===== src/hdl/lwd_pkg.sv =====
// Package with register map, field layouts, timing counts and types of the wake-up decoder.
package lwd_pkg;
	localparam int unsigned ADDR_W = 4;
	localparam logic [3:0] OFS_CODE_A_LOW = 4'h0;
	localparam logic [3:0] OFS_CODE_A_HIGH = 4'h1;
	localparam logic [3:0] OFS_CODE_B_LOW = 4'h2;
	localparam logic [3:0] OFS_CODE_B_HIGH = 4'h3;
	localparam logic [3:0] OFS_RX_DATA = 4'h4;
	localparam logic [3:0] OFS_MODE_CTRL = 4'h5;
	localparam logic [3:0] OFS_CTRL_STAT0 = 4'h6;
	localparam logic [3:0] OFS_IRQ_STATUS = 4'h7;
	localparam logic [3:0] OFS_IRQ_CLEAR = 4'h8;
	localparam logic [3:0] OFS_IRQ_ENABLE = 4'h9;
	localparam logic [7:0] RESET_BYTE = 8'h00;
	localparam logic [3:0] DIV_ALL_OFF = 4'hF;
	localparam logic [8:0] CD_SHORT = 9'h00B;
	localparam logic [8:0] CD_LONG = 9'h016;
	localparam logic [8:0] ON_SHORT = 9'h019;
	localparam logic [8:0] ON_LONG = 9'h109;
	localparam logic [16:0] RST_ONE = 17'h00001;
	localparam int unsigned ST_CARRIER = 0;
	localparam int unsigned ST_BYTE = 1;
	localparam int unsigned ST_MATCH_A = 2;
	localparam int unsigned ST_MATCH_B = 3;
	localparam int unsigned NUM_EVT = 4;
	typedef enum logic [1:0] {
		LWD_MODE_DIRECT = 2'h0,
		LWD_MODE_CARRIER = 2'h1
	} lwd_mode_t;
	typedef struct packed {
		logic [1:0] decoder_mode_sel;
		logic carrier_time_sel;
		logic sample_on_time_sel;
		logic [3:0] sample_reset_divider;
	} lwd_mode_ctrl_t;
	typedef struct packed {
		logic det_out;
		logic spare6;
		logic lockout;
		logic reset_length_double;
		logic detector_enable;
		logic code_8bit_sel;
		logic spare1;
		logic gain_view_select;
	} lwd_ctrl0_t;
	typedef struct packed {
		logic byte_valid;
		logic [7:0] byte_data;
		logic code_valid;
		logic [15:0] code_data;
		logic [5:0] gain_setting;
	} lwd_fe_t;
	typedef struct packed {
		logic [ADDR_W-1:0] addr;
		logic [7:0] wdata;
		logic wr;
		logic rd;
	} lwd_bus_t;
	typedef enum {LWD_IDLE, LWD_ON, LWD_RST} lwd_seq_t;
endpackage : lwd_pkg


===== src/hdl/lwd_regs.sv =====
// Register bank and sampling sequencer of the low-frequency wake-up decoder.
//
// The address map and the strobed register port were decided locally.
`timescale 1ns/100ps
module lwd_regs #(
	parameter int unsigned GAIN_W = 6
) (
	input wire logic mclk,
	input wire logic rstn,
	input wire lwd_pkg::lwd_bus_t bus,
	output logic [7:0] rdata,
	input wire lwd_pkg::lwd_fe_t fe,
	input wire logic slow_osc,
	input wire logic medium_osc,
	input wire logic carrier_in,
	output logic det_power,
	output logic irq
);
	import lwd_pkg::*;

	// Elaboration checks on the parameter and the package counts.
	if (GAIN_W != 6) begin : g_gain_w_chk
		$error("Gain width must be 6.");
	end
	if (NUM_EVT < 1 || NUM_EVT > 8) begin : g_evt_num_chk
		$error("Event count must fit one byte.");
	end
	if (ST_MATCH_B >= NUM_EVT || ST_BYTE >= NUM_EVT) begin : g_evt_idx_chk
		$error("Event index beyond the status width.");
	end
	if (ADDR_W < 4) begin : g_addr_chk
		$error("Address must reach every register.");
	end
	if (CD_SHORT >= CD_LONG) begin : g_cd_order_chk
		$error("Long carrier time must exceed the short one.");
	end
	if (ON_SHORT >= ON_LONG) begin : g_on_order_chk
		$error("Long window must exceed the short one.");
	end
	if (CD_LONG >= ON_SHORT) begin : g_cd_fit_chk
		$error("Carrier time must fit inside the shortest window.");
	end
	if (CD_SHORT == 9'h000 || ON_SHORT == 9'h000) begin : g_zero_chk
		$error("Timing counts must not be zero.");
	end
	if (RST_ONE != 17'h00001) begin : g_rst_one_chk
		$error("Reset interval base must be one.");
	end

	typedef struct packed {
		logic [2:0] sy1;
		logic [2:0] sy2;
		logic slow_prev;
		logic med_prev;
		logic [7:0] code_a_low;
		logic [7:0] code_a_high;
		logic [7:0] code_b_low;
		logic [7:0] code_b_high;
		logic [7:0] decoded_byte;
		lwd_mode_ctrl_t mctrl;
		logic rst_dbl;
		logic det_en;
		logic code_8bit;
		logic gain_view;
		logic [NUM_EVT-1:0] status;
		logic [NUM_EVT-1:0] irq_en;
		lwd_seq_t seq;
		logic [16:0] cnt;
		logic [8:0] cd_cnt;
		logic cd_done;
		logic [7:0] rdata;
		logic det_power;
		logic irq;
	} lwd_state_t;

	logic [1:0] rst_sync_r;
	logic rst_n_int;
	lwd_state_t st_r;
	lwd_state_t st_nxt;

	always_ff @(posedge mclk or negedge rstn) begin
		if (!rstn) begin
			rst_sync_r <= 2'h0;
		end else begin
			rst_sync_r <= {rst_sync_r[0], 1'b1};
		end
	end
	assign rst_n_int = rst_sync_r[1];

	logic slow_rise;
	logic med_rise;
	logic car_s;
	logic run;
	logic [8:0] on_target;
	logic [8:0] cd_target;
	logic [16:0] rst_target;
	logic [NUM_EVT-1:0] evt;
	logic [NUM_EVT-1:0] clr;
	logic code_a_hit;
	logic code_b_hit;
	lwd_ctrl0_t c0;
	logic manch_mode;
	logic carr_mode;
	logic div_off;

	// Helper functions.
	function automatic logic rising(
		input logic now_lvl,
		input logic prev_lvl
	);
		return now_lvl && !prev_lvl;
	endfunction : rising

	function automatic logic [8:0] pick_count(
		input logic sel,
		input logic [8:0] short_cnt,
		input logic [8:0] long_cnt
	);
		return sel ? long_cnt : short_cnt;
	endfunction : pick_count

	function automatic logic [16:0] reset_len(
		input logic [3:0] divider,
		input logic dbl
	);
		logic [4:0] shift;
		shift = 5'(divider) + 5'(dbl);
		return (RST_ONE << shift) + RST_ONE;
	endfunction : reset_len

	function automatic logic code_hit(
		input logic [15:0] code,
		input logic [7:0] ref_high,
		input logic [7:0] ref_low,
		input logic eight_bit
	);
		logic hit;
		if (eight_bit) begin
			hit = code[7:0] == ref_low;
		end else begin
			hit = code == {ref_high, ref_low};
		end
		return hit;
	endfunction : code_hit

	function automatic logic [7:0] rx_view(
		input logic gain_sel,
		input logic [7:0] data_byte,
		input logic [GAIN_W-1:0] gain
	);
		logic [7:0] view;
		if (gain_sel) begin
			view = {2'h0, gain};
		end else begin
			view = data_byte;
		end
		return view;
	endfunction : rx_view

	function automatic lwd_ctrl0_t ctrl0_view(
		input logic det_out,
		input logic lockout,
		input logic dbl,
		input logic enable,
		input logic eight_bit,
		input logic gain_sel
	);
		lwd_ctrl0_t v;
		v = '0;
		v.det_out = det_out;
		v.lockout = lockout;
		v.reset_length_double = dbl;
		v.detector_enable = enable;
		v.code_8bit_sel = eight_bit;
		v.gain_view_select = gain_sel;
		return v;
	endfunction : ctrl0_view

	function automatic logic [7:0] pad_events(
		input logic [NUM_EVT-1:0] bits
	);
		return {{(8-NUM_EVT){1'b0}}, bits};
	endfunction : pad_events

	always_comb begin
		st_nxt = st_r;
		evt = '0;
		clr = '0;
		c0 = '0;
		st_nxt.sy1 = {slow_osc, medium_osc, carrier_in};
		st_nxt.sy2 = st_r.sy1;
		st_nxt.slow_prev = st_r.sy2[2];
		st_nxt.med_prev = st_r.sy2[1];
		slow_rise = rising(st_r.sy2[2], st_r.slow_prev);
		med_rise = rising(st_r.sy2[1], st_r.med_prev);
		car_s = st_r.sy2[0];
		manch_mode = st_r.mctrl.decoder_mode_sel[1];
		carr_mode = st_r.mctrl.decoder_mode_sel == LWD_MODE_CARRIER;
		div_off = st_r.mctrl.sample_reset_divider == DIV_ALL_OFF;
		// Register writes.
		if (bus.wr) begin
			case (bus.addr)
				OFS_CODE_A_LOW: begin
					if (!st_r.det_en) begin
						st_nxt.code_a_low = bus.wdata;
					end
				end
				OFS_CODE_A_HIGH: begin
					if (!st_r.det_en) begin
						st_nxt.code_a_high = bus.wdata;
					end
				end
				OFS_CODE_B_LOW: begin
					if (!st_r.det_en) begin
						st_nxt.code_b_low = bus.wdata;
					end
				end
				OFS_CODE_B_HIGH: begin
					if (!st_r.det_en) begin
						st_nxt.code_b_high = bus.wdata;
					end
				end
				OFS_MODE_CTRL: begin
					st_nxt.mctrl = lwd_mode_ctrl_t'(bus.wdata);
				end
				OFS_CTRL_STAT0: begin
					c0 = lwd_ctrl0_t'(bus.wdata);
					st_nxt.rst_dbl = c0.reset_length_double;
					st_nxt.det_en = c0.detector_enable;
					st_nxt.code_8bit = c0.code_8bit_sel;
					st_nxt.gain_view = c0.gain_view_select;
				end
				OFS_IRQ_CLEAR: begin
					clr = bus.wdata[NUM_EVT-1:0];
				end
				OFS_IRQ_ENABLE: begin
					st_nxt.irq_en = bus.wdata[NUM_EVT-1:0];
				end
				default: begin
					st_nxt.irq_en = st_r.irq_en;
				end
			endcase
		end
		// Timing targets.
		on_target = pick_count(st_r.mctrl.sample_on_time_sel, ON_SHORT, ON_LONG);
		cd_target = pick_count(st_r.mctrl.carrier_time_sel, CD_SHORT, CD_LONG);
		rst_target = reset_len(st_r.mctrl.sample_reset_divider, st_r.rst_dbl);
		run = st_r.det_en && !div_off && (manch_mode || carr_mode);
		// Sampling sequencer.
		case (st_r.seq)
			LWD_IDLE: begin
				if (run && slow_rise) begin
					st_nxt.seq = LWD_ON;
					st_nxt.cnt = '0;
					st_nxt.cd_cnt = '0;
					st_nxt.cd_done = 1'b0;
				end
			end
			LWD_ON: begin
				if (!run) begin
					st_nxt.seq = LWD_IDLE;
				end else if (med_rise) begin
					st_nxt.cnt = st_r.cnt + 17'h00001;
					if (st_r.cnt[8:0] + 9'h001 >= on_target) begin
						st_nxt.seq = LWD_RST;
						st_nxt.cnt = '0;
					end
					if (carr_mode) begin
						if (!car_s) begin
							st_nxt.cd_cnt = '0;
						end else if (!st_r.cd_done) begin
							st_nxt.cd_cnt = st_r.cd_cnt + 9'h001;
							if (st_r.cd_cnt + 9'h001 >= cd_target) begin
								evt[ST_CARRIER] = 1'b1;
								st_nxt.cd_done = 1'b1;
							end
						end
					end
				end
			end
			LWD_RST: begin
				if (!run) begin
					st_nxt.seq = LWD_IDLE;
				end else if (slow_rise) begin
					st_nxt.cnt = st_r.cnt + 17'h00001;
					if (st_r.cnt + 17'h00001 >= rst_target) begin
						st_nxt.seq = LWD_ON;
						st_nxt.cnt = '0;
						st_nxt.cd_cnt = '0;
						st_nxt.cd_done = 1'b0;
					end
				end
			end
			default: begin
				st_nxt.seq = LWD_IDLE;
			end
		endcase
		// Manchester results from the front end.
		code_a_hit = 1'b0;
		code_b_hit = 1'b0;
		if (manch_mode && st_r.det_power) begin
			if (fe.byte_valid) begin
				st_nxt.decoded_byte = fe.byte_data;
				evt[ST_BYTE] = 1'b1;
			end
			if (fe.code_valid) begin
				code_a_hit = code_hit(fe.code_data, st_r.code_a_high, st_r.code_a_low,
					st_r.code_8bit);
				code_b_hit = code_hit(fe.code_data, st_r.code_b_high, st_r.code_b_low,
					st_r.code_8bit);
			end
		end
		evt[ST_MATCH_A] = code_a_hit;
		evt[ST_MATCH_B] = code_b_hit;
		st_nxt.status = (st_r.status & ~clr) | evt;
		st_nxt.irq = |(st_nxt.status & st_nxt.irq_en);
		// Detector power.
		if (st_r.mctrl.decoder_mode_sel == LWD_MODE_DIRECT) begin
			st_nxt.det_power = st_nxt.det_en
				&& (st_nxt.mctrl.sample_reset_divider != DIV_ALL_OFF);
		end else begin
			st_nxt.det_power = run && (st_nxt.seq == LWD_ON);
		end
		// Register reads.
		st_nxt.rdata = RESET_BYTE;
		if (bus.rd) begin
			case (bus.addr)
				OFS_CODE_A_LOW: begin
					st_nxt.rdata = st_r.code_a_low;
				end
				OFS_CODE_A_HIGH: begin
					st_nxt.rdata = st_r.code_a_high;
				end
				OFS_CODE_B_LOW: begin
					st_nxt.rdata = st_r.code_b_low;
				end
				OFS_CODE_B_HIGH: begin
					st_nxt.rdata = st_r.code_b_high;
				end
				OFS_RX_DATA: begin
					st_nxt.rdata = rx_view(st_r.gain_view, st_r.decoded_byte,
						fe.gain_setting);
				end
				OFS_MODE_CTRL: begin
					st_nxt.rdata = st_r.mctrl;
				end
				OFS_CTRL_STAT0: begin
					st_nxt.rdata = ctrl0_view(car_s && st_r.det_power, st_r.seq == LWD_RST,
						st_r.rst_dbl, st_r.det_en, st_r.code_8bit, st_r.gain_view);
				end
				OFS_IRQ_STATUS: begin
					st_nxt.rdata = pad_events(st_r.status);
				end
				OFS_IRQ_ENABLE: begin
					st_nxt.rdata = pad_events(st_r.irq_en);
				end
				default: begin
					st_nxt.rdata = RESET_BYTE;
				end
			endcase
		end
	end

	always_ff @(posedge mclk or negedge rst_n_int) begin
		if (!rst_n_int) begin
			st_r <= '{seq: LWD_IDLE, default: '0};
		end else begin
			st_r <= st_nxt;
		end
	end

	assign rdata = st_r.rdata;
	assign det_power = st_r.det_power;
	assign irq = st_r.irq;
endmodule : lwd_regs


===== config.mk =====
export PLATFORM = sky130hd
export DESIGN_NAME = lwd_regs
export DESIGN_NICKNAME = d
export VERILOG_FILES = /design/src/hdl/lwd_pkg.sv /design/src/hdl/lwd_regs.sv
export SDC_FILE = /design/constraint.sdc
export NUM_CORES = 1
export LEC_CHECK = 0
export ABC_AREA = 1
export BUFFER_PORTS_ARGS = -buffer_cell sky130_fd_sc_hd__buf_2
export CORE_MARGIN = 4
export CORE_UTILIZATION = 56
export CTS_BUF_LIST = sky130_fd_sc_hd__clkbuf_8
export DETAILED_ROUTE_END_ITERATION = 16
export PLACE_DENSITY = 0.78
export SLEW_MARGIN = 20
export SYNTH_ARGS = -nofsm -noshare
export SYNTH_HDL_FRONTEND = slang
export SYNTH_SLANG_ARGS = --single-unit

===== constraint.sdc =====
create_clock -name mclk -period 3.9 [get_ports mclk]
set_input_delay 1.17 -clock mclk [delete_from_list [all_inputs] [get_ports mclk]]
set_output_delay 1.17 -clock mclk [all_outputs]
set_load 0.01 [all_outputs]

==> Word-level counts from Yosys, hierarchy flattened <==
Cells that the tools add are included.
{ "word_totals": {"ff_bits": 139, "latch_bits": 0, "ram_bits": 0, "mem_bits_ro": 0, "in_bits": 51, "output_inout_bits": 10, "word_cells": 141, "memories": 0} }
{ "op_classes": {"n_addsub": 5, "n_mul": 0, "div": 0, "order_cmp": 3, "n_eq_ne": 29, "n_shift": 1, "muxes": 43, "bitwise_logic": 5, "n_reduce_logical": 28} }
{ "ops": {"columns": ["operator", "count"], "rows": [
  ["2-to-1 mux 59 bit", 4],
  ["one-hot mux 32 bit (3 select lines)", 1],
  ["one-hot mux 27 bit (3 select lines)", 1],
  ["one-hot mux 8 bit (9 select lines)", 1],
  ["equality test 32 x 2 -> 1 bit, second input constant", 2],
  ["2-to-1 mux 32 bit", 2],
  ["2-to-1 mux 27 bit", 2],
  ["2-to-1 mux 49 bit", 1],
  ["adder 17 x 1 -> 17 bit, second input constant", 2],
  ["equality test 16 bit", 2],
  ["equality test 32 x 1 -> 1 bit, second input constant", 1],
  ["equality test 32 x 3 -> 1 bit, second input constant", 1],
  ["zero test 32 bit", 1],
  ["2-to-1 mux 4 bit", 6],
  ["2-to-1 mux 8 bit", 3],
  ["2-to-1 mux 10 bit", 2],
  ["adder 9 x 1 -> 9 bit, second input constant", 2],
  ["2-to-1 mux 9 bit", 2],
  ["AND reduction 9 bit", 2],
  [">= comparator 17 bit", 1],
  ["2-to-1 mux 1 bit", 17],
  ["left shift 1 x 5 -> 17 bit, first input constant", 1],
  ["equality test 4 x 3 -> 1 bit, second input constant", 4],
  ["equality test 8 bit", 2],
  ["25 further kinds", 51]
]} }

==> Longest topological paths before layout <==
{ "logic_depth": {"ltp_word": 12, "depth_mapped": 27, "depth_no_buf": 25} }

==> Least setup slack after synthesis <==
No wires, ideal clock.
{ "synth_path": {"path_kind": "reg2reg", "start": "register st_r[80] (netlist bit)", "end": "register st_r[28] (netlist bit)", "setup_ns": 0.065, "arrival_time_ns": 3.200, "required_time_ns": 3.835, "setup_slack_ns": 0.636, "path_stages_with_launch": 23, "path_buffers": 1, "period_less_slack_ns": 3.264, "path_cell_list": "dfrtp_1 > ha_1 > ha_1 > xnor2_1 > inv_1 > nor4_1 > ha_1 > xor2_1 > ha_1 > nand2_1 > nor2_1 > inv_1 > nor2_1 > nand2_1 > nand2_1 > nor2_1 > nand2_1 > nor2_2 > nand2_1 > o21ai_4 > buf_6 > nand3_1 > nand2_1"} }
{ "synth_between": {"elab_chain_cells": 8} }
{ "synth_lines": {"columns": ["item", "line", "text"], "rows": [
  ["start, declared", "lwd_regs.sv:78", "lwd_state_t st_r;"],
  ["start signal, assigned", "lwd_regs.sv:368", "st_r <= st_nxt;"],
  ["adder 4 x 1 -> 5 bit", "lwd_regs.sv:127", "shift = 5'(divider) + 5'(dbl);"],
  ["left shift 1 x 5 -> 17 bit", "lwd_regs.sv:128", "return (RST_ONE << shift) + RST_ONE;"],
  ["adder 17 x 1 -> 17 bit", "lwd_regs.sv:128", null],
  [">= comparator 17 bit", "lwd_regs.sv:286", "if (st_r.cnt + 17'h00001 >= rst_target) begin"],
  ["2-to-1 mux 59 bit", "lwd_regs.sv:286", null],
  ["2-to-1 mux 59 bit", "lwd_regs.sv:284", "end else if (slow_rise) begin"],
  ["2-to-1 mux 27 bit", "lwd_regs.sv:282", "if (!run) begin"],
  ["one-hot mux 27 bit (3 select lines)", "lwd_regs.sv:250", "case (st_r.seq)"]
]} }
No other way between the ends. The select of a mux whose other input is x is not followed.
A chain may end at the register's enable or synchronous reset.

==> Final worst setup path <==
{ "layout_path": {"start": "register st_r[80] (netlist bit)", "end": "register st_r[34] (netlist bit)"} }
Same word-level chain as after synthesis.

==> results.sh <==
export IMPL_gp_congestion=0.925
export IMPL_min_period_ns=3.41
export IMPL_syn_cell_area_um2=7650
export IMPL_drv_slew=0
export IMPL_cts_sinks=139
export IMPL_path_buf_inv=4
export IMPL_synthFlopType="dfrtp_1"
export IMPL_path_clk_slew_ns=0.08
export IMPL_critPathLaunchType="flip-flop"
export IMPL_post_route_period_util=0.875
export IMPL_grt_pass1_vias=5996
export IMPL_synth_area_top_cells="dfrtp_1, nand2_1, inv_1, ha_1, nor2_1"
export IMPL_dr_total_vias=6396
export IMPL_synth_top_area_frac=0.455
export IMPL_p_per_area_nw_per_um2=415
export IMPL_die_w_um=125
export IMPL_cts_tree="yes"
export IMPL_cp_top_family="simple AND/OR/NAND/NOR gates"
export IMPL_place_area_um2=8190
export IMPL_core_um2=13300
export IMPL_slew_headroom=0.514
export IMPL_arrival_ns=3.82
export IMPL_finish_utilization=0.647
export IMPL_root_buffer="clkbuf_8"
export IMPL_synthToLayoutAreaGrowth_pct=12.4
export IMPL_cts_setup_buffers=0
export IMPL_first_iter_violations=382
export IMPL_dpl_hpwl_mm=13.2
export IMPL_drt_total_wl_mm=17.5
export IMPL_yosys_warnings=0
export IMPL_drt_wirelength_per_cell_um=14.1
export IMPL_max_stage_delay_ns=0.40
export IMPL_antenna_left=0
export IMPL_fmax_mhz=293
export IMPL_synth_seq_area_share=0.455
export IMPL_port_buffers=60
export IMPL_hold_buffers=0
export IMPL_io_pins=61
export IMPL_rsz0062_at_grt="false"
export IMPL_grtUsageTotal=0.233
export IMPL_synth_edf_count=0
export IMPL_vias_per_cell=5.13
export IMPL_ir_drop_v=0.000306
export IMPL_setup_violations=0
export IMPL_drive_above_1_share=0.130
export IMPL_r2r_cells=25
export IMPL_path_class="flip-flop to flip-flop"
export IMPL_avgSynthCellArea_um2=7.93
export IMPL_layout_nets=1138
export IMPL_place_ws_ns=0.506
export IMPL_diodes=0
export IMPL_final_cell_mix="nand2_1, dfrtp_1, inv_1"
export IMPL_tightest_slew_ns=0.726
export IMPL_cts_resized=0
export IMPL_cp_slowest_cell="dfrtp_1"
export IMPL_die_height_um=125
export IMPL_grt_pass1_wl_mm=29.2
export IMPL_cts_max_level=4
export IMPL_dr_pass1_iters=8
export IMPL_cp_required_ns=4.30
export IMPL_hold_violations=0
export IMPL_setup_slack_ns=0.489
export IMPL_yosysUniqueCellTypes=45
export IMPL_grt_max_degree=82
export IMPL_die_area_um2=15600
export IMPL_crit_fanout=16
export IMPL_end_kind="flip-flop"
export IMPL_syn_instance_count=964
export IMPL_fin_skew_ns=0.0110
export IMPL_r2r_end="st_r[34]$_DFFE_PN0P_"
export IMPL_ff2ff_setup_slack_ns=0.49
export IMPL_p_leak_nw=4.53
export IMPL_drv_cap=0
export IMPL_cpMostUsedCell="nand2_1"
export IMPL_r2r_start="st_r[80]$_DFFE_PN0P_"
export IMPL_cts_buffers=17
export IMPL_synthArstFlopShare=1.00
export IMPL_timing_setup_tns_ns=0
export IMPL_final_common_cell="nand2_1"
export IMPL_clkLatencyLatePin_ns=0.47
export IMPL_fin_area_um2=8600
export IMPL_cp_startpoint="st_r[80]$_DFFE_PN0P_"
export IMPL_total_power_mw=3.57
export IMPL_status="finished clean"
export IMPL_synth_seq_cells=139
export IMPL_clock_tree_buffer_depth=2
export IMPL_rows=42
export IMPL_drcViolationCount=0
export IMPL_start_util=0.575
export IMPL_hold_class="flip-flop to asynchronous set/reset pin"
export IMPL_synth_top_cell_by_area="dfrtp_1"
export IMPL_grt_overflow_total=0
export IMPL_antenna_found_initial=0
-- flip-flops by register name, summed over array words and instances, names as in the netlist --
name / count
rst_sync_r: 2
manch_mode: 1
car_s: 1
st_r: 120
rdata: 8
det_power: 1
irq: 1
st_nxt: 5
-- metrics by stage --
| step | cells | hold WS, ns |
|---|---|---|
| detailed placement | 1213 | 0.339 |
| finish | 1246 | 0.338 |
| global placement | 1213 | 0.334 |
| floorplan | 993 | 0.331 |
| global route | 1246 | 0.370 |
| CTS | 1245 | 0.357 |
-- layout make-up --
cell class / count / area [um^2]
clock buffers: 17 / 234
clock inverters: 15 / 153
fillers: 1145 / 4700
inverters: 130 / 488
multi-input cells: 705 / 3660
flip-flops and latches: 139 / 3480
well taps: 176 / 220
repair buffers: 64 / 355
-- cells in the mapped netlist (3+ instances only) --
cell / n
nand2_1: 279
or2_2: 7
o22ai_1: 11
nor2_1: 86
o21ai_0: 61
inv_1: 126
nand3_1: 60
buf_4: 10
ha_1: 30
mux2_2: 7
xor2_1: 20
nor2_2: 4
nor2_4: 7
a21oi_1: 18
clkbuf_1: 6
inv_2: 3
dfrtp_1: 139
a31oi_1: 5
nand4_1: 21
a221oi_1: 9
nor3_1: 7
nand2_2: 8
xnor2_1: 11
-- layer usage --
metal / global-route usage / share of wire / up-vias
li1: - / - / 3251
met1: 0.322 / 0.45 / 2894
met2: 0.358 / 0.46 / 215
met3: 0.0467 / 0.058 / 36
met4: 0.103 / 0.030 / 0
met5: 0 / 0 / -
-- power by group --
part | internal (mW) | total, mW | switching [mW]
Combinational | 0.260 | 0.658 | 0.398
Sequential | 1.62 | 1.77 | 0.150
Clock | 0.565 | 1.15 | 0.583
-- cell families (layout without fill, tap and decap cells) --
family,count (synthesis),in the layout,share of synthesized area
xor gates and xnor gates,31,31,0.0355
DFF,139,139,0.455
muxes,7,7,0.0103
and+or+nand+nor,486,486,0.276
buffers and inverters,149,226,0.0802
other,2,31,0.000982
AOI/OAI and AO/OA,120,120,0.0936
adders and majority gates,30,30,0.0491
-- worst max path at each step --
stage	to	slack [ns]	depth (start not counted)
floorplan	st_r[28]$_DFFE_PN0P_	0.64	22
finish	st_r[34]$_DFFE_PN0P_	0.49	25
global placement	st_r[22]$_DFFE_PN0P_	0.59	25
detailed placement	st_r[34]$_DFFE_PN0P_	0.51	25
global route	st_r[30]$_DFFE_PN0P_	0.04	25
CTS	st_r[34]$_DFFE_PN0P_	0.49	25
-- worst register-to-register path, cell delays in order (launching register included) --
cell,delay [ns]
dfrtp_1,0.40
ha_1,0.20
nand3_1,0.09
nand2_1,0.09
inv_1,0.06
or2_2,0.33
inv_1,0.17
nor2_1,0.06
nand2_1,0.08
inv_1,0.05
ha_1,0.18
xor2_1,0.16
ha_1,0.29
nand2_1,0.07
nor2_1,0.04
inv_1,0.05
nor2_1,0.03
nand2_1,0.04
nand2_1,0.04
nor2_1,0.11
nand2_1,0.11
nor2_2,0.16
nand2_1,0.11
o21ai_4,0.21
nand3_1,0.13
nand2_1,0.08
Power figures use the tool's default switching activity.
